### src/pagp_defines.svh
// offsets, field positions, reset values and response codes of the port a gpio block
`ifndef PAGP_DEFINES_SVH
`define PAGP_DEFINES_SVH

// -------------------------------------------------
// bus widths and register offsets
// -------------------------------------------------
`define PAGP_ADDR_W      8
`define PAGP_OFS_DIR     8'h00
`define PAGP_OFS_LEVEL   8'h04
`define PAGP_OFS_LATCH   8'h08
`define PAGP_OFS_ANA     8'h0c
`define PAGP_OFS_CMP     8'h10
`define PAGP_OFS_REF     8'h14
`define PAGP_OFS_OSC     8'h18

// -------------------------------------------------
// reset values
// -------------------------------------------------
`define PAGP_RST_DIR     8'hff
`define PAGP_RST_LATCH   8'h00
`define PAGP_RST_ANA     8'h2f
`define PAGP_RST_CMP     3'h0
`define PAGP_RST_REF     1'h0
`define PAGP_RST_OSC     3'h1

// -------------------------------------------------
// fields
// -------------------------------------------------
`define PAGP_ANA_MASK    8'h2f
`define PAGP_CMP_ON      0
`define PAGP_CMP_C1_PIN  1
`define PAGP_CMP_C2_PIN  2
`define PAGP_CMP_C1_STAT 6
`define PAGP_CMP_C2_STAT 7
`define PAGP_REF_EN      0
`define PAGP_PIN_REF     2
`define PAGP_PIN_TMR     4
`define PAGP_PIN_C1      4
`define PAGP_PIN_C2      5
`define PAGP_PIN_OSC2    6
`define PAGP_PIN_OSC1    7
`define PAGP_CMP_IN_MASK 8'h0f

// -------------------------------------------------
// bus responses
// -------------------------------------------------
`define PAGP_RESP_OKAY   2'h0
`define PAGP_RESP_SLVERR 2'h2

`endif

### src/pagp_pkg.sv
// types of the port a gpio block
package pagp_pkg;

  typedef enum logic [2:0] {
    rc_osc_io_mode,
    internal_osc_io_mode,
    ext_clock_io_mode,
    rc_clkout_mode,
    internal_osc_clkout_mode,
    ext_clock_clkout_mode,
    crystal_mode
  } pagp_osc_t;

  typedef struct packed {
    logic [7:0] s1;
    logic [7:0] s2;
    logic [7:0] s3;
    logic [7:0] level;
  } pagp_sync_t;

  typedef struct packed {
    logic [7:0] dir;
    logic [7:0] latch;
    logic [7:0] ana;
    logic [2:0] cmp;
    logic       ref_en;
    pagp_osc_t  osc;
    logic [7:0] pin_out;
    logic [7:0] pin_oe_n;
    logic       aw_got;
    logic [7:0] aw_addr;
    logic       w_got;
    logic [7:0] w_data;
    logic       w_lane0;
    logic       bvalid;
    logic [1:0] bresp;
    logic       rvalid;
    logic [31:0] rdata;
    logic [1:0] rresp;
  } pagp_state_t;

endpackage

### src/pagp_sync_if.sv
// carrier between the top and the pin synchroniser
`timescale 1ns/1ps
interface pagp_sync_if;
  logic [7:0] raw;
  logic [7:0] level;
  modport owner (output raw, input level);
  modport filt  (input raw, output level);
endinterface

### src/pagp_sync.sv
// three-flop pin synchroniser with agreement filter
`timescale 1ns/1ps
`include "pagp_defines.svh"
module pagp_sync
  import pagp_pkg::*;
(
  // clock and reset
  input  wire logic mclk,
  input  wire logic rst,
  // pins in, filtered levels out
  pagp_sync_if.filt sif
);

  pagp_sync_t st_r;
  pagp_sync_t st_nxt;

  // -------------------------------------------------
  // per bit stages
  // -------------------------------------------------
  // s1 is read only by s2; a level counts once s2 and s3 agree
  always_comb
  begin
    st_nxt    = st_r;
    st_nxt.s1 = sif.raw;
    st_nxt.s2 = st_r.s1;
    st_nxt.s3 = st_r.s2;
    for (int i = 0; i < 8; i++)
    begin
      if (st_r.s2[i] == st_r.s3[i])
        st_nxt.level[i] = st_r.s3[i];
    end
  end

  always_ff @(posedge mclk or posedge rst)
  begin
    if (rst)
      st_r <= '0;
    else
      st_r <= st_nxt;
  end

  assign sif.level = st_r.level;

endmodule

### src/pagp_port_a_gpio.sv
// port a gpio: axi4-lite register slave, pin muxing and driver control
`timescale 1ns/1ps
`include "pagp_defines.svh"
module pagp_port_a_gpio
  import pagp_pkg::*;
(
  // clock and reset
  input  wire logic        mclk,
  input  wire logic        rst,
  // axi4-lite write address
  input  wire logic        s_axi_awvalid,
  output logic             s_axi_awready,
  input  wire logic [7:0]  s_axi_awaddr,
  input  wire logic [2:0]  s_axi_awprot,
  // axi4-lite write data
  input  wire logic        s_axi_wvalid,
  output logic             s_axi_wready,
  input  wire logic [31:0] s_axi_wdata,
  input  wire logic [3:0]  s_axi_wstrb,
  // axi4-lite write response
  output logic             s_axi_bvalid,
  input  wire logic        s_axi_bready,
  output logic [1:0]       s_axi_bresp,
  // axi4-lite read address
  input  wire logic        s_axi_arvalid,
  output logic             s_axi_arready,
  input  wire logic [7:0]  s_axi_araddr,
  input  wire logic [2:0]  s_axi_arprot,
  // axi4-lite read data
  output logic             s_axi_rvalid,
  input  wire logic        s_axi_rready,
  output logic [31:0]      s_axi_rdata,
  output logic [1:0]       s_axi_rresp,
  // port pins
  input  wire logic [7:0]  pin_in,
  output logic [7:0]       pin_out,
  output logic [7:0]       pin_oe_n,
  // shared peripherals
  input  wire logic        comparator1_out,
  input  wire logic        comparator2_out,
  output logic             timer0_ext_clock_in,
  output logic             comparator_ref_en,
  output logic             comparators_on
);

  pagp_state_t st_r;
  pagp_state_t st_nxt;

  // -------------------------------------------------
  // pin synchroniser
  // -------------------------------------------------
  pagp_sync_if sif ();

  assign sif.raw = pin_in;

  pagp_sync u_sync (
    .mclk (mclk),
    .rst  (rst),
    .sif  (sif)
  );

  // -------------------------------------------------
  // pin ownership
  // -------------------------------------------------
  logic       pin6_io;
  logic       pin7_io;
  logic [7:0] osc_keep;
  logic [7:0] din_en;
  logic [7:0] drive;
  logic [7:0] dout;
  logic       c1_on_pin;
  logic       c2_on_pin;

  always_comb
  begin
    pin6_io = (st_r.osc == rc_osc_io_mode) ||
              (st_r.osc == internal_osc_io_mode) ||
              (st_r.osc == ext_clock_io_mode);
    // bit 7 is the clock input in every mode that uses an outside source
    pin7_io = (st_r.osc == internal_osc_io_mode) ||
              (st_r.osc == internal_osc_clkout_mode);
    osc_keep = {pin7_io, pin6_io, 6'h3f};
  end

  // comparator outputs only reach a pin while the comparators run
  assign c1_on_pin = st_r.cmp[`PAGP_CMP_ON] & st_r.cmp[`PAGP_CMP_C1_PIN];
  assign c2_on_pin = st_r.cmp[`PAGP_CMP_ON] & st_r.cmp[`PAGP_CMP_C2_PIN];

  always_comb
  begin
    // analog selection gates only the input path
    din_en = ~st_r.ana & osc_keep;
    if (st_r.cmp[`PAGP_CMP_ON])
      din_en = din_en & ~`PAGP_CMP_IN_MASK;
    if (st_r.ref_en)
      din_en[`PAGP_PIN_REF] = 1'b0;
    // direction decides the driver, analog or not; oscillator mode and reference enable can also release a pin
    drive = ~st_r.dir & osc_keep;
    if (st_r.ref_en)
      drive[`PAGP_PIN_REF] = 1'b0;
    dout = st_r.latch;
    if (c1_on_pin)
      dout[`PAGP_PIN_C1] = comparator1_out;
    if (c2_on_pin)
      dout[`PAGP_PIN_C2] = comparator2_out;
  end

  // -------------------------------------------------
  // bus handshake terms
  // -------------------------------------------------
  logic       aw_hs;
  logic       w_hs;
  logic       ar_hs;
  logic       aw_ok;
  logic       w_ok;
  logic       do_write;
  logic [7:0] wr_addr;
  logic [7:0] wr_data;
  logic       wr_lane0;

  assign s_axi_awready = !st_r.aw_got && !st_r.bvalid;
  assign s_axi_wready  = !st_r.w_got && !st_r.bvalid;
  assign s_axi_arready = !st_r.rvalid;

  assign aw_hs    = s_axi_awvalid && s_axi_awready;
  assign w_hs     = s_axi_wvalid && s_axi_wready;
  assign ar_hs    = s_axi_arvalid && s_axi_arready;
  assign aw_ok    = st_r.aw_got || aw_hs;
  assign w_ok     = st_r.w_got || w_hs;
  assign do_write = aw_ok && w_ok && !st_r.bvalid;
  assign wr_addr  = st_r.aw_got ? st_r.aw_addr : s_axi_awaddr;
  assign wr_data  = st_r.w_got ? st_r.w_data : s_axi_wdata[7:0];
  assign wr_lane0 = st_r.w_got ? st_r.w_lane0 : s_axi_wstrb[0];

  // -------------------------------------------------
  // read mux
  // -------------------------------------------------
  logic [7:0] rd_byte;
  logic       rd_hit;

  always_comb
  begin
    rd_byte = 8'h00;
    rd_hit  = 1'b1;
    unique case (s_axi_araddr)
      `PAGP_OFS_DIR:
        rd_byte = st_r.dir & osc_keep;
      `PAGP_OFS_LEVEL:
        rd_byte = sif.level & din_en;
      `PAGP_OFS_LATCH:
        rd_byte = st_r.latch & osc_keep;
      `PAGP_OFS_ANA:
        rd_byte = st_r.ana;
      `PAGP_OFS_CMP:
        rd_byte = {comparator2_out, comparator1_out, 3'h0, st_r.cmp};
      `PAGP_OFS_REF:
        rd_byte = {7'h00, st_r.ref_en};
      `PAGP_OFS_OSC:
        rd_byte = {5'h00, st_r.osc};
      default:
        rd_hit = 1'b0;
    endcase
  end

  // -------------------------------------------------
  // write decode
  // -------------------------------------------------
  logic wr_hit;

  always_comb
  begin
    unique case (wr_addr)
      `PAGP_OFS_DIR,
      `PAGP_OFS_LEVEL,
      `PAGP_OFS_LATCH,
      `PAGP_OFS_ANA,
      `PAGP_OFS_CMP,
      `PAGP_OFS_REF,
      `PAGP_OFS_OSC:
        wr_hit = 1'b1;
      default:
        wr_hit = 1'b0;
    endcase
  end

  // -------------------------------------------------
  // next state
  // -------------------------------------------------
  always_comb
  begin
    st_nxt = st_r;

    // write channels: hold a half until its partner comes
    if (aw_hs && !do_write)
    begin
      st_nxt.aw_got  = 1'b1;
      st_nxt.aw_addr = s_axi_awaddr;
    end
    if (w_hs && !do_write)
    begin
      st_nxt.w_got   = 1'b1;
      st_nxt.w_data  = s_axi_wdata[7:0];
      st_nxt.w_lane0 = s_axi_wstrb[0];
    end

    if (do_write)
    begin
      st_nxt.aw_got = 1'b0;
      st_nxt.w_got  = 1'b0;
      st_nxt.bvalid = 1'b1;
      st_nxt.bresp  = wr_hit ? `PAGP_RESP_OKAY : `PAGP_RESP_SLVERR;
      // registers are one byte wide, so only lane 0 carries data
      if (wr_lane0)
      begin
        unique case (wr_addr)
          `PAGP_OFS_DIR:
            st_nxt.dir = wr_data;
          `PAGP_OFS_LEVEL,
          `PAGP_OFS_LATCH:
            st_nxt.latch = wr_data;
          `PAGP_OFS_ANA:
            st_nxt.ana = wr_data & `PAGP_ANA_MASK;
          `PAGP_OFS_CMP:
            st_nxt.cmp = wr_data[2:0];
          `PAGP_OFS_REF:
            st_nxt.ref_en = wr_data[`PAGP_REF_EN];
          `PAGP_OFS_OSC:
            // code 7 is unused and falls back to the crystal mode
            st_nxt.osc = (wr_data[2:0] == 3'h7) ? crystal_mode : pagp_osc_t'(wr_data[2:0]);
          default:
            st_nxt.bresp = `PAGP_RESP_SLVERR;
        endcase
      end
    end
    else if (st_r.bvalid && s_axi_bready)
    begin
      st_nxt.bvalid = 1'b0;
    end

    // read channel
    if (ar_hs)
    begin
      st_nxt.rvalid = 1'b1;
      st_nxt.rdata  = {24'h000000, rd_byte};
      st_nxt.rresp  = rd_hit ? `PAGP_RESP_OKAY : `PAGP_RESP_SLVERR;
    end
    else if (st_r.rvalid && s_axi_rready)
    begin
      st_nxt.rvalid = 1'b0;
    end

    // pin drivers are registered so the pads never see decode glitches
    st_nxt.pin_out  = dout & drive;
    st_nxt.pin_oe_n = ~drive;
  end

  // -------------------------------------------------
  // state register
  // -------------------------------------------------
  always_ff @(posedge mclk or posedge rst)
  begin
    if (rst)
    begin
      st_r          <= '0;
      st_r.dir      <= `PAGP_RST_DIR;
      st_r.latch    <= `PAGP_RST_LATCH;
      st_r.ana      <= `PAGP_RST_ANA;
      st_r.cmp      <= `PAGP_RST_CMP;
      st_r.ref_en   <= `PAGP_RST_REF;
      st_r.osc      <= pagp_osc_t'(`PAGP_RST_OSC);
      st_r.pin_oe_n <= 8'hff;
      st_r.bresp    <= `PAGP_RESP_OKAY;
      st_r.rresp    <= `PAGP_RESP_OKAY;
    end
    else
    begin
      st_r <= st_nxt;
    end
  end

  // -------------------------------------------------
  // outputs
  // -------------------------------------------------
  assign s_axi_bvalid = st_r.bvalid;
  assign s_axi_bresp  = st_r.bresp;
  assign s_axi_rvalid = st_r.rvalid;
  assign s_axi_rdata  = st_r.rdata;
  assign s_axi_rresp  = st_r.rresp;
  assign pin_out      = st_r.pin_out;
  assign pin_oe_n     = st_r.pin_oe_n;

  // schmitt input goes to the timer whatever the direction is
  assign timer0_ext_clock_in = sif.level[`PAGP_PIN_TMR];
  assign comparator_ref_en   = st_r.ref_en;
  assign comparators_on      = st_r.cmp[`PAGP_CMP_ON];

endmodule

### config.mk
export PLATFORM = sky130hd
export DESIGN_NAME = pagp_port_a_gpio
export DESIGN_NICKNAME = d
export VERILOG_FILES = /design/src/pagp_pkg.sv /design/src/pagp_sync_if.sv /design/src/pagp_sync.sv /design/src/pagp_port_a_gpio.sv
export VERILOG_INCLUDE_DIRS = /design/src
export SDC_FILE = /design/constraint.sdc
export NUM_CORES = 1
export LEC_CHECK = 0
export BUFFER_PORTS_ARGS = -buffer_cell sky130_fd_sc_hd__buf_4
export CELL_PAD_IN_SITES_DETAIL_PLACEMENT = 1
export CELL_PAD_IN_SITES_GLOBAL_PLACEMENT = 1
export CORE_UTILIZATION = 44
export DETAILED_ROUTE_END_ITERATION = 8
export GPL_TIMING_DRIVEN = 0
export MAX_ROUTING_LAYER = met4
export PLACE_DENSITY_LB_ADDON = 0.1
export SLEW_MARGIN = 20
export SYNTH_ARGS = -nofsm -noshare
export SYNTH_HDL_FRONTEND = slang
export SYNTH_SLANG_ARGS = --single-unit
### constraint.sdc
create_clock -name mclk -period 5.6 [get_ports mclk]
set_input_delay 0.28 -clock mclk [delete_from_list [all_inputs] [get_ports mclk]]
set_output_delay 0.28 -clock mclk [all_outputs]
set_load 0.005 [all_outputs]
### Yosys cells after proc, flatten, opt, wreduce, memory -nomap -nowiden

Cells that the tools add are included.

| word-level totals | value |
|---|---|
| output and inout bits | 60 |
| flip-flop bits (word level) | 109 |
| logic and storage cells | 125 |

| cells by class | value |
|---|---|
| reductions and logical operators | 37 |
| equal/unequal tests | 24 |
| multiplexer cells | 24 |
| bitwise logic cells | 11 |

Operators by type and width:

| kind | number |
|---|---|
| $pmux 8 s7 | 1 |
| $and 8x8->8 | 6 |
| $eq 8x5->1 const B | 6 |
| $eq 8x4->1 const B | 4 |
| $reduce_and 3->1 | 6 |
| $eq 8x3->1 const B | 2 |
| $logic_not 8->1 | 2 |
| $mux 8 | 2 |
| $not 8->8 | 2 |
| $reduce_or 7->1 | 2 |
| $mux 1 | 13 |
| $logic_and 1x1->1 | 11 |
| $mux 10 | 1 |
| $mux 9 | 1 |
| $eq 1x1->1 | 8 |
| $mux 2 | 4 |
| $not 6->8 | 1 |
| $reduce_bool 2->1 | 4 |
| $eq 3x3->1 const B | 2 |
| $logic_not 1->1 | 5 |
| $logic_or 1x1->1 | 5 |
| $mux 4 | 1 |
| $eq 3x1->1 const B | 1 |
| $eq 3x2->1 const B | 1 |
| 4 further kinds | 5 |

### Depth between registers and ports, before layout

Gate-level depths: netlist of the first run.

| depth | value |
|---|---|
| depth in word-level cells | 10 |
| mapped depth | 6 |
| gate-level depth less buffers | 4 |

### Hierarchy

Synthesis of the first run repeated with hierarchy kept, for this count alone.

| second synthesis, totals | value |
|---|---|
| cell total of the unflattened synthesis | 382 |
| area total of the unflattened synthesis | 4855.9 um2 |

Modules (own cells, without submodules):

| module | instances | area an instance (um2) | cells an instance |
|---|---|---|---|
| pagp_port_a_gpio | 1 | 3901.2 | 333 |
| pagp_sync | 1 | 954.7 | 49 |

### Worst setup path before layout of the first run

Ideal clock, no wire load.

| path | value |
|---|---|
| kind | reg-to-reg |
| start point | register st_r[56] in the netlist's numbering |
| end point | register st_r (netlist bit dout[0]) |
| stages on the path, launching flop included | 6 |
| data required time | 5.475 ns |
| setup slack | 3.993 ns |
| data arrival time | 1.483 ns |
| setup time | 0.125 ns |
| clock period less this slack | 1.607 ns |
| path through | dfrtp_1 buf_6 nor4_1 a22o_2 nand4_2 mux2_2 |

| between the ends | value |
|---|---|
| longest elaborated chain between the ends | 7 |
| elaborated cells on any way between the ends | 11 |
| classes of those cells | eq/ne (2); mux (1); reduce/logical (8) |

RTL lines:

| item | line | text |
|---|---|---|
| start, declared | pagp_port_a_gpio.sv:46 | `pagp_state_t st_r;` |
| start signal, assigned | pagp_port_a_gpio.sv:277 | `st_r <= st_nxt;` |
| branches (longest 6 deep; another with $mux 8) | n/a |  |
| $reduce_and 3->1 (no line) (*) | n/a |  |

Every way passes the cells marked *.
A chain may end at the register's enable or synchronous reset.

### Worst setup path in the final report of the first run

| path | value |
|---|---|
| start point | register st_r[56] in the netlist's numbering |
| end point | register st_r[93] in the netlist's numbering |

Same word-level chain as after synthesis.

==> impl_results.md, run 1 <==
- Outcome: complete, no violations
- Pwr per Cell Area: 362 nW/um2
- Initial antenna violation count: 0
- Critical hold path startpoint: s_axi_rready
- Minimum clock period: 1950 ps
- Reg2Reg Depth: 5
- Fin crit share: 34.8%
- Row count: 37
- Routed wire per std cell: 15.8 um
- Min-Delay Endpoint: s_axi_rvalid$_DFFE_PP0P_
- WP data arrival: 2210 ps
- Syn avg cell area: 12.9 um2
- Clock latency on the worst-skew pair: 380 ps
- Inserted Clock Buffers: 9
- Final setup viols: 0
- Worst hold stages: 2
- RePlAce Congestion: 0.785
- FF/Latch Area: 2710 um2
- Die Y-Extent: 107 um
- Largest net degree at the start of global routing: 60
- Die area: 11400 um2
- Leak: 2.83 nW
- DR vias/cell: 4.91
- Routed Antenna Nets: 0
- Reg2Reg Launch Point: st_r[56]$_DFFE_PP0P_
- Yosys cell types: 51
- Core box area: 10500 um2
- Buffers on Ports: 74
- TNS Setup: 0 ps
- Hold Vio Cnt, Final: 0
- Worst slew pin tran: 538 ps
- Worst setup SP type: register
- Worst Skew: 8.31 ps
- Area of the multi-input gates: 1720 um2
- Flop2flop setup slack: 3650 ps
- Max-cap violations: 0
- # DRC: 0
- Sequential area share after synthesis: 56.2%
- Number of synthesized flops with an enable pin: 0
- Gr usage total: 19.2%
- RSZ-0062 raised after global routing: false
- Synth Flop Type: dfrtp_1
- Final Max Tran Viols: 0
- Clock tree sinks: 107
- Root buf cell: clkbuf_8
- Fill cell count: 1127
- Total global routing overflow: 0
- Fmax: 514 MHz
- Area grow syn2layout: 24.4%
- Ys Warns: 0
- Clock Pin Slew Worst Setup and Hold Paths: 100 ps
- Post-Synthesis Cells: 373
- Ports: 135
- # diodes: 0
- Vias in the first global route: 3192
- Placed cell count: 609
- Async set-reset flop share out of synthesis: 100%
- Vias: 3111
- Crit Path Category: reg2reg
- Max VDD drop: 0.213 mV
- Clk buf depth: 2
- # Post-CTS Setup Buffers: 0
- Reg2Reg Capture Point: st_r[93]$_DFFE_PP0P_
- Post-DP HPWL: 7.32 mm
- Max H-tree Level: 3
- CTS tree: done
- Final WL: 10.0 mm
- Initial DRC count: 61
- Cells resized by post-CTS repair: 0
- Critical-path maximum fanout: 8
- Relative slew margins: 64.1%
- Mapped Area: 4810 um2
- Nets: 568
- Chip Width: 107 um
- Initial Util: 46.0%
- First-pass GRT wire length: 16.2 mm
- Final non-filler cell total: 634
- Hold Crit Class: in2reg
- Proportion of layout cells with a drive suffix above 1: 48.4%
- Pre-Repair DR Iteration Count: 4
- Synthesized flop and latch total: 107
- Crit path required time: 5870 ps
- CP endpoint kind: register
report_power, final:
part | internal, mW | total [mW] | switching (mW)
clock network | 0.269 | 0.540 | 0.270
logic | 0.333 | 0.579 | 0.246
registers | 0.944 | 1.05 | 0.106
total | 1.55 | 2.17 | 0.622
how the worst max path moves through the flow:
stage                                    start                            end  slack [ps]
after detailed placement  st_r[56]$_DFFE_PP0P_           st_r[93]$_DFFE_PP0P_        3640
after CTS                 st_r[56]$_DFFE_PP0P_           st_r[93]$_DFFE_PP0P_        3610
after floorplan                            rst  comparator_ref_en$_DFFE_PP0P_        2540
after global routing      st_r[56]$_DFFE_PP0P_           st_r[99]$_DFFE_PP1P_        3560
after global placement                     rst    u_sync.st_nxt[23]$_DFF_PP0_        1380
final                     st_r[56]$_DFFE_PP0P_           st_r[93]$_DFFE_PP0P_        3650
routing by layer:
layer  GRT usage [%]  up-vias  routed length, um
li1                -     1462                  -
met1            23.0     1560               4310
met2            32.7       80               5080
met3            4.44        9                508
met4            5.28        0                103
met5               -        -                  0
synthesized netlist by cell type, types with 4 or more instances:
| cell | number | share of area, % |
|---|---|---|
| dfrtp_1 | 85 | 44 |
| mux2_2 | 56 | 13 |
| buf_4 | 53 | 8.3 |
| dfstp_2 | 22 | 12 |
| nor2_1 | 14 | 1.1 |
| o21ai_0 | 12 | 1.2 |
| nand2_1 | 11 | 0.86 |
| a21oi_1 | 8 | 0.83 |
| inv_1 | 8 | 0.62 |
| maj3_1 | 8 | 1.7 |
| nor2b_1 | 7 | 0.91 |
| nand2b_1 | 6 | 0.78 |
| mux2i_1 | 5 | 1.0 |
| nand3_1 | 5 | 0.52 |
| nand3b_1 | 5 | 0.78 |
| a211oi_1 | 4 | 0.62 |
| a22o_1 | 4 | 0.73 |
| and3_1 | 4 | 0.52 |
| buf_2 | 4 | 0.42 |
| clkbuf_1 | 4 | 0.31 |
| nor4b_1 | 4 | 0.73 |
cells by family after synthesis:
family          synth area share [%]
flops                           56.2
simple gates                    9.93
buf+inv                         10.0
mux                             15.5
compound gates                  6.01
fa+ha+maj                       1.66
xor+xnor                       0.546
other cells                   0.0779
final cells by class:
cell class | count | area share, %
Timing Repair Buffer | 84 | 11.2
Sequential cell | 107 | 45.2
Buffer | 64 | 7.54
Tap cell | 136 | 2.84
Inverter | 8 | 0.585
Clock buffer | 10 | 2.30
Clock inverter | 6 | 1.61
Multi-Input combinational cell | 219 | 28.7
metrics by stage:
| step | area, um2 | util (%) | worst slack, ps | hold slack [ps] | power, mW |
|---|---|---|---|---|---|
| finish | 5990 | 57.2 | 3650 | 73.7 | 2.17 |
| global route | 5990 | 57.2 | 3560 | 76.9 | 2.29 |
| detailed placement | 5660 | 54.1 | 3640 | 343 | 1.65 |
| global placement | 5630 | 53.8 | 1380 | 333 | 1.61 |
| CTS | 5990 | 57.2 | 3610 | 66.2 | 2.19 |
| floorplan | 4910 | - | 2540 | 311 | 1.44 |
registers in the layout (all words and copies together) (netlist names):
name               cells
st_r                  39
u_sync.st_nxt         16
pin_oe_n               8
pin_out                8
s_axi_rdata            8
u_sync.sif.level       8
u_sync.st_r            8
dout                   6
comparator_ref_en      1
comparators_on         1
s_axi_bresp            1
s_axi_bvalid           1
s_axi_rresp            1
s_axi_rvalid           1
critical path: stages, from the launching register on:
cell     delay (ps)
dfrtp_1         390
buf_6           140
nor4_1          290
a22o_2          300
nand4_2         330
mux2_2          400
timing repair:
| item | in CTS | in global routing |
|---|---|---|
| hold buffers | 9 | 0 |
| endpoints found under the setup margin | 0 | 0 |
| hold endpoints to repair | 59 | 0 |
placed cells by master (no fill, tap or decap), drive strengths merged, types with 2 or more instances in the layout:
cell	n
o21ai	12
a32oi	2
and3	4
mux2i	6
nand4	2
o2bb2ai	3
nor3	4
mux4	2
conb	26
nand2	11
xnor2	3
mux2	56
clkbuf	14
nand2b	6
or3	2
nor3b	2
dfstp	22
nor4	4
dlygate4sd3	9
maj3	8
buf	135
dfrtp	85
bufinv	2
nor2b	7
a21oi	8
inv	10
and3b	2
a22o	5
nand3	5
nor2	14
nor4b	4
or2	2
a211oi	4
nand3b	5
No activity file was read; power rests on OpenSTA's default activity.
==> inputs of run 2 (changes only) <==
CORE_UTILIZATION = 37   (was 44)
clock period = 1.6 ns   (was 5.6 ns; I/O delays follow)
==> impl_results.md, run 2 (synthesis gave the netlist of run 1 again) <==
- Outcome: complete, but fails checks
- Failing checks: setup timing
- Vias: 3202
- DR vias/cell: 4.58
- Sequential power share: 43.3%
- Max H-tree Level: 3
- Max FFs per register: 39
- Area of the multi-input gates: 1870 um2
- Nets: 597
- Biggest register: st_r
- Final WL: 10.8 mm
- CP endpoint kind: register
- Max-cap violations: 0
- Row count: 41
- Fin crit share: 106%
- Clock Pin Slew Worst Setup and Hold Paths: 70 ps
- Initial Util: 38.0%
- Initial antenna violation count: 0
- Critical hold path startpoint: comparator1_out
- Buffers on Ports: 74
- Most frequent cells in the layout: buf_4 (132), dfrtp_1 (83), mux2_2 (53)
- RePlAce Congestion: 0.760
- Reg2Reg Capture Point: dout[2]$_DFFE_PP0P_
- Leak: 3.05 nW
- Slowest-stage cell, CP: dfrtp_2
- Psw: 2.40 mW
- Ports: 135
- Combinational power share: 28.7%
- Pre-Repair DR Iteration Count: 4
- Tot Pwr: 8.58 mW
- Hold Vio Cnt, Final: 0
- Die Y-Extent: 116 um
- Clk buf depth: 2
- # diodes: 0
- Largest net degree at the start of global routing: 32
- Most common cell after layout, fill and taps aside: buf_4
- Initial DRC count: 46
- Fill cell count: 1335
- Final setup viols: 21
- Routed wire per std cell: 15.5 um
- Worst Slack Setup Final: -91.4 ps
- CP Buf/Inv Count: 3
- Vias in the first global route: 3322
- Cell mode on critical path: buf_6
- Clock tree sinks: 107
- Total global routing overflow: 0
- RSZ-0062 raised after global routing: true
- Worst setup SP type: register
- Kind of cell adding the most delay to the critical path: buffers and inverters
- Worst slew pin tran: 546 ps
- WP data arrival: 1930 ps
- Post-DP HPWL: 7.69 mm
- Minimum clock period: 1690 ps
- Final Max Tran Viols: 0
- Die area: 13500 um2
- Clock latency on the worst-skew pair: 350 ps
- Inserted Clock Buffers: 9
- Core box area: 12700 um2
- Cell Chain, Critical Path: buf_6, o21bai_4, nor3_4, buf_6, nand4_4, buf_6, mux2_4
- Fmax: 591 MHz
- Gr usage total: 18.3%
- Min-Delay Endpoint: pin_out[4]$_DFF_PP0_
- Max incr delay on CP: 420 ps
- Crit path required time: 1840 ps
- Chip Width: 116 um
- Worst Skew: 6.30 ps
- Worst hold stages: 3
- Max VDD drop: 0.679 mV
- Hold Crit Class: in2reg
- Clock power share: 28.0%
- Critical-path maximum fanout: 3
- Reg2Reg Depth: 7
- # DRC: 0
- Pwr per Cell Area: 1300 nW/um2
- CTS tree: done
- P_int: 6.18 mW
- Routed Antenna Nets: 0
- Crit Path Category: reg2reg
- Root buf cell: clkbuf_16
- FF/Latch Area: 2710 um2
- Proportion of layout cells with a drive suffix above 1: 50.3%
- First-pass GRT wire length: 17.5 mm
- Area grow syn2layout: 37.1%
- Relative slew margins: 63.5%
- Flop2flop setup slack: -90 ps
- Pre-CTS setup slack: -372 ps
- Sw Share: 28.0%
- Reg2Reg Launch Point: st_r[47]$_DFFE_PP0P_
run 2: cell types whose count changed in the layout (fill, tap and decap cells not counted), moves of 5 or more:
cell and delta:
clkbuf_16 +9, clkbuf_8 -8, buf_6 +8, dlygate4sd3_1 +17
buf_4 +5
run 2: worst min-delay path, cell delays in order:
cell and delay (ps):
buf_4 120, nand3_1 70, a21oi_1 60
run 2: worst max-delay path by stage:
stage                             startpoint                          to  depth (start not counted)
floorplan           s_axi_bvalid$_DFFE_PP0P_  comparators_on$_DFFE_PP0P_                          4
global placement                         rst        st_r[42]$_DFFE_PP0P_                          2
detailed placement      st_r[56]$_DFFE_PP0P_       st_r[102]$_DFFE_PP1P_                          5
CTS                     st_r[47]$_DFFE_PP0P_        st_r[85]$_DFFE_PP1P_                          5
global route            st_r[47]$_DFFE_PP0P_         dout[2]$_DFFE_PP0P_                          7
finish                  st_r[47]$_DFFE_PP0P_         dout[2]$_DFFE_PP0P_                          7
run 2: power groups by stage:
stage | logic [mW] | clock network [mW] | registers (mW)
5_1_grt | 2.70 | 2.58 | 3.78
4_1_cts | 2.41 | 2.48 | 3.71
3_3_place_gp | 1.99 | 0 | 3.69
2_1_floorplan | 1.45 | 0 | 3.60
6_report | 2.46 | 2.40 | 3.71
3_5_place_dp | 2.08 | 0 | 3.72
run 2: timing repair:
item,in CTS,in global routing
endpoints found under the setup margin,41,46
hold endpoints to repair,45,0
gates resized for setup,28,6
hold buffers,26,0
pin swaps,11,3
buffers inserted,11,1
run 2: per-layer routing:
layer	vias to the layer above	GRT usage, %	wire length, um
li1	1526	-	-
met1	1604	21.7	4520
met2	59	30.8	5770
met3	13	4.55	409
met4	0	5.04	150
met5	-	-	0
run 2: cell type report:
class | count | share of cell area [%]
inverters | 8 | 0.512
flip-flops and latches | 107 | 41.0
well taps | 172 | 3.26
clock buffers | 12 | 3.89
clock inverters | 4 | 1.10
repair buffers | 115 | 15.0
multi-input cells | 219 | 28.4
plain buffers | 62 | 6.81
run 2: per-stage QoR:
step                      setup TNS [ps]  area (um2)  util (%)  std cells  hold slack [ps]
final                              -1370        6600      52.1        699             18.5
after global routing               -3740        6600      52.1        699             34.6
after CTS                          -1600        6560      51.8        698             14.2
after detailed placement           -7760        5750      45.4        647              168
after global placement            -44660        5690      44.9        644              189
after floorplan                        0        4920         -        398              111
==> inputs of run 3 (changes only) <==
RECOVER_POWER = 25   (was not set)
==> impl_results.md, run 3 (synthesis gave the netlist of run 1 again) <==
- Inserted Clock Buffers: 9
- Nets: 597
- Root buf cell: clkbuf_16
- Pre-Repair DR Iteration Count: 4
- Failing checks: setup timing
- Outcome: complete, but fails checks
- DR vias/cell: 4.58
- Post-DP HPWL: 7.69 mm
- Total global routing overflow: 0
- # diodes: 0
- Vias: 3200
- Worst Skew: 6.38 ps
- Max FFs per register: 39
- Chip Width: 116 um
- RSZ-0062 raised after global routing: true
- Max H-tree Level: 3
- CP endpoint: dout[2]$_DFFE_PP0P_
- Worst hold margin: 19.7 ps
- Relative slew margins: 25.7%
- TNS Setup: -1360 ps
- GRT Max-Usage Layer: met2
- Clock Pin Slew Worst Setup and Hold Paths: 70 ps
- Hold Crit Class: in2reg
- Crit Path Category: reg2reg
- Largest net degree at the start of global routing: 32
- Clock tree sinks: 107
- Vias in the first global route: 3322
- Max VDD drop: 0.679 mV
- Fin crit share: 106%
- Cell Chain, Critical Path: buf_6, o21bai_4, nor3_4, buf_6, nand4_4, buf_6, mux2_4
- Placed cell count: 647
- Worst Slack Setup Final: -91.4 ps
- Slowest-stage cell, CP: dfrtp_2
- Most frequent cells in the layout: buf_4 (123), dfrtp_1 (83), mux2_2 (53)
- Fmax: 591 MHz
- Max incr delay on CP: 420 ps
- Max-cap violations: 0
- Area grow syn2layout: 37.1%
- Cell mode on critical path: buf_6
- Worst setup SP type: register
- Proportion of layout cells with a drive suffix above 1: 49.7%
- Core box area: 12700 um2
- Biggest register: st_r
- Minimum clock period: 1690 ps
- Flop2flop setup slack: -90 ps
- Leak: 3.05 nW
- # DRC: 0
- Final Max Tran Viols: 0
- Die area: 13500 um2
- Row count: 41
- First-pass GRT wire length: 17.5 mm
- Reg2Reg Capture Point: dout[2]$_DFFE_PP0P_
- Initial antenna violation count: 0
- RePlAce Congestion: 0.760
- Reg2Reg Launch Point: st_r[47]$_DFFE_PP0P_
- Crit path required time: 1840 ps
- CP endpoint kind: register
- Routed wire per std cell: 15.5 um
- CTS tree: done
- Die Y-Extent: 116 um
- Initial Util: 38.0%
- Clk buf depth: 2
- Final WL: 10.8 mm
- Hold Vio Cnt, Final: 0
- Buffers on Ports: 74
- Met2 Use GR: 30.8%
- Worst Setup SP: st_r[47]$_DFFE_PP0P_
- Initial DRC count: 43
- Clock latency on the worst-skew pair: 350 ps
- Critical-path maximum fanout: 3
- Worst slew pin tran: 1110 ps
- Gr usage total: 18.3%
- GR Layer Usage met1: 21.7%
- Ports: 135
- Routed Antenna Nets: 0
- Reg2Reg Depth: 7
- GR Layer Usage met3: 4.55%
- Pwr per Cell Area: 1300 nW/um2
- Final setup viols: 21
- Final non-filler cell total: 699
- Most common cell after layout, fill and taps aside: buf_4
- WP data arrival: 1930 ps
run 3: changes by cell type in the layout (fill, tap and decap cells not counted):
cell	change
dfstp_1	+3
buf_4	-9
dfstp_2	-3
clkbuf_4	+9
clkinvlp_4	-1
clkinvlp_2	+1
run 3: what timing repair did:
item / CTS / global route
pin swaps: 11 / 3
hold endpoints to repair: 45 / 0
setup buffers: 11 / 1
resized for setup: 28 / 6
hold buffers: 26 / 0
setup endpoints to repair: 41 / 46
run 3: power breakdown:
group,internal [mW],leakage (nW),switching [mW],total [mW]
logic,1.41,1.60,1.05,2.46
registers,3.31,1.29,0.399,3.71
clock network,1.45,0.159,0.951,2.41
total,6.17,3.05,2.40,8.57
run 3: area by class of cell:
cell class / instances / area, um2
clock inverter: 4 / 72.6
clock buffer: 12 / 256
multi-input combinational: 219 / 1870
tap: 172 / 215
inverter: 8 / 31.3
buffer: 62 / 449
fill: 1335 / 6080
sequential: 107 / 2710
timing repair buffer: 115 / 992
run 3: how the worst min path moves through the flow:
| stage | startpoint | depth (start not counted) | to |
|---|---|---|---|
| 5_1_grt | s_axi_awaddr[3] | 2 | st_r[51]$_DFFE_PP0P_ |
| 3_3_place_gp | pin_in[2] | 1 | u_sync.st_nxt[18]$_DFF_PP0_ |
| 6_report | comparator1_out | 3 | pin_out[4]$_DFF_PP0_ |
| 4_1_cts | comparator1_out | 3 | pin_out[4]$_DFF_PP0_ |
| 2_1_floorplan | pin_in[0] | 0 | u_sync.st_nxt[16]$_DFF_PP0_ |
| 3_5_place_dp | rst | 2 | u_sync.st_nxt[16]$_DFF_PP0_ |
run 3: critical path: cells and delay by family (launching register included):
kind	cells	cell delay [ps]
buf+inv	3	440
simple gates	2	360
flops	1	420
mux	1	290
compound gates	1	70
run 3: metal layers:
metal | vias to the layer above | part of all wire [%] | routed length [um]
li1 | 1525 | - | -
met4 | 0 | 1.4 | 150
met3 | 13 | 3.8 | 409
met1 | 1603 | 42 | 4510
met5 | - | 0 | 0
met2 | 59 | 53 | 5760
run 3: stage by stage:
stage                     area (um2)  util, %  power [mW]  setup slack, ps
after floorplan                 4920        -        5.04             7.40
after global placement          5690     44.9        5.68             -450
after detailed placement        5750     45.4        5.80             -372
after CTS                       6560     51.8        8.60             -116
after global routing            6600     52.0        9.05             -174
final                           6600     52.0        8.57            -91.4
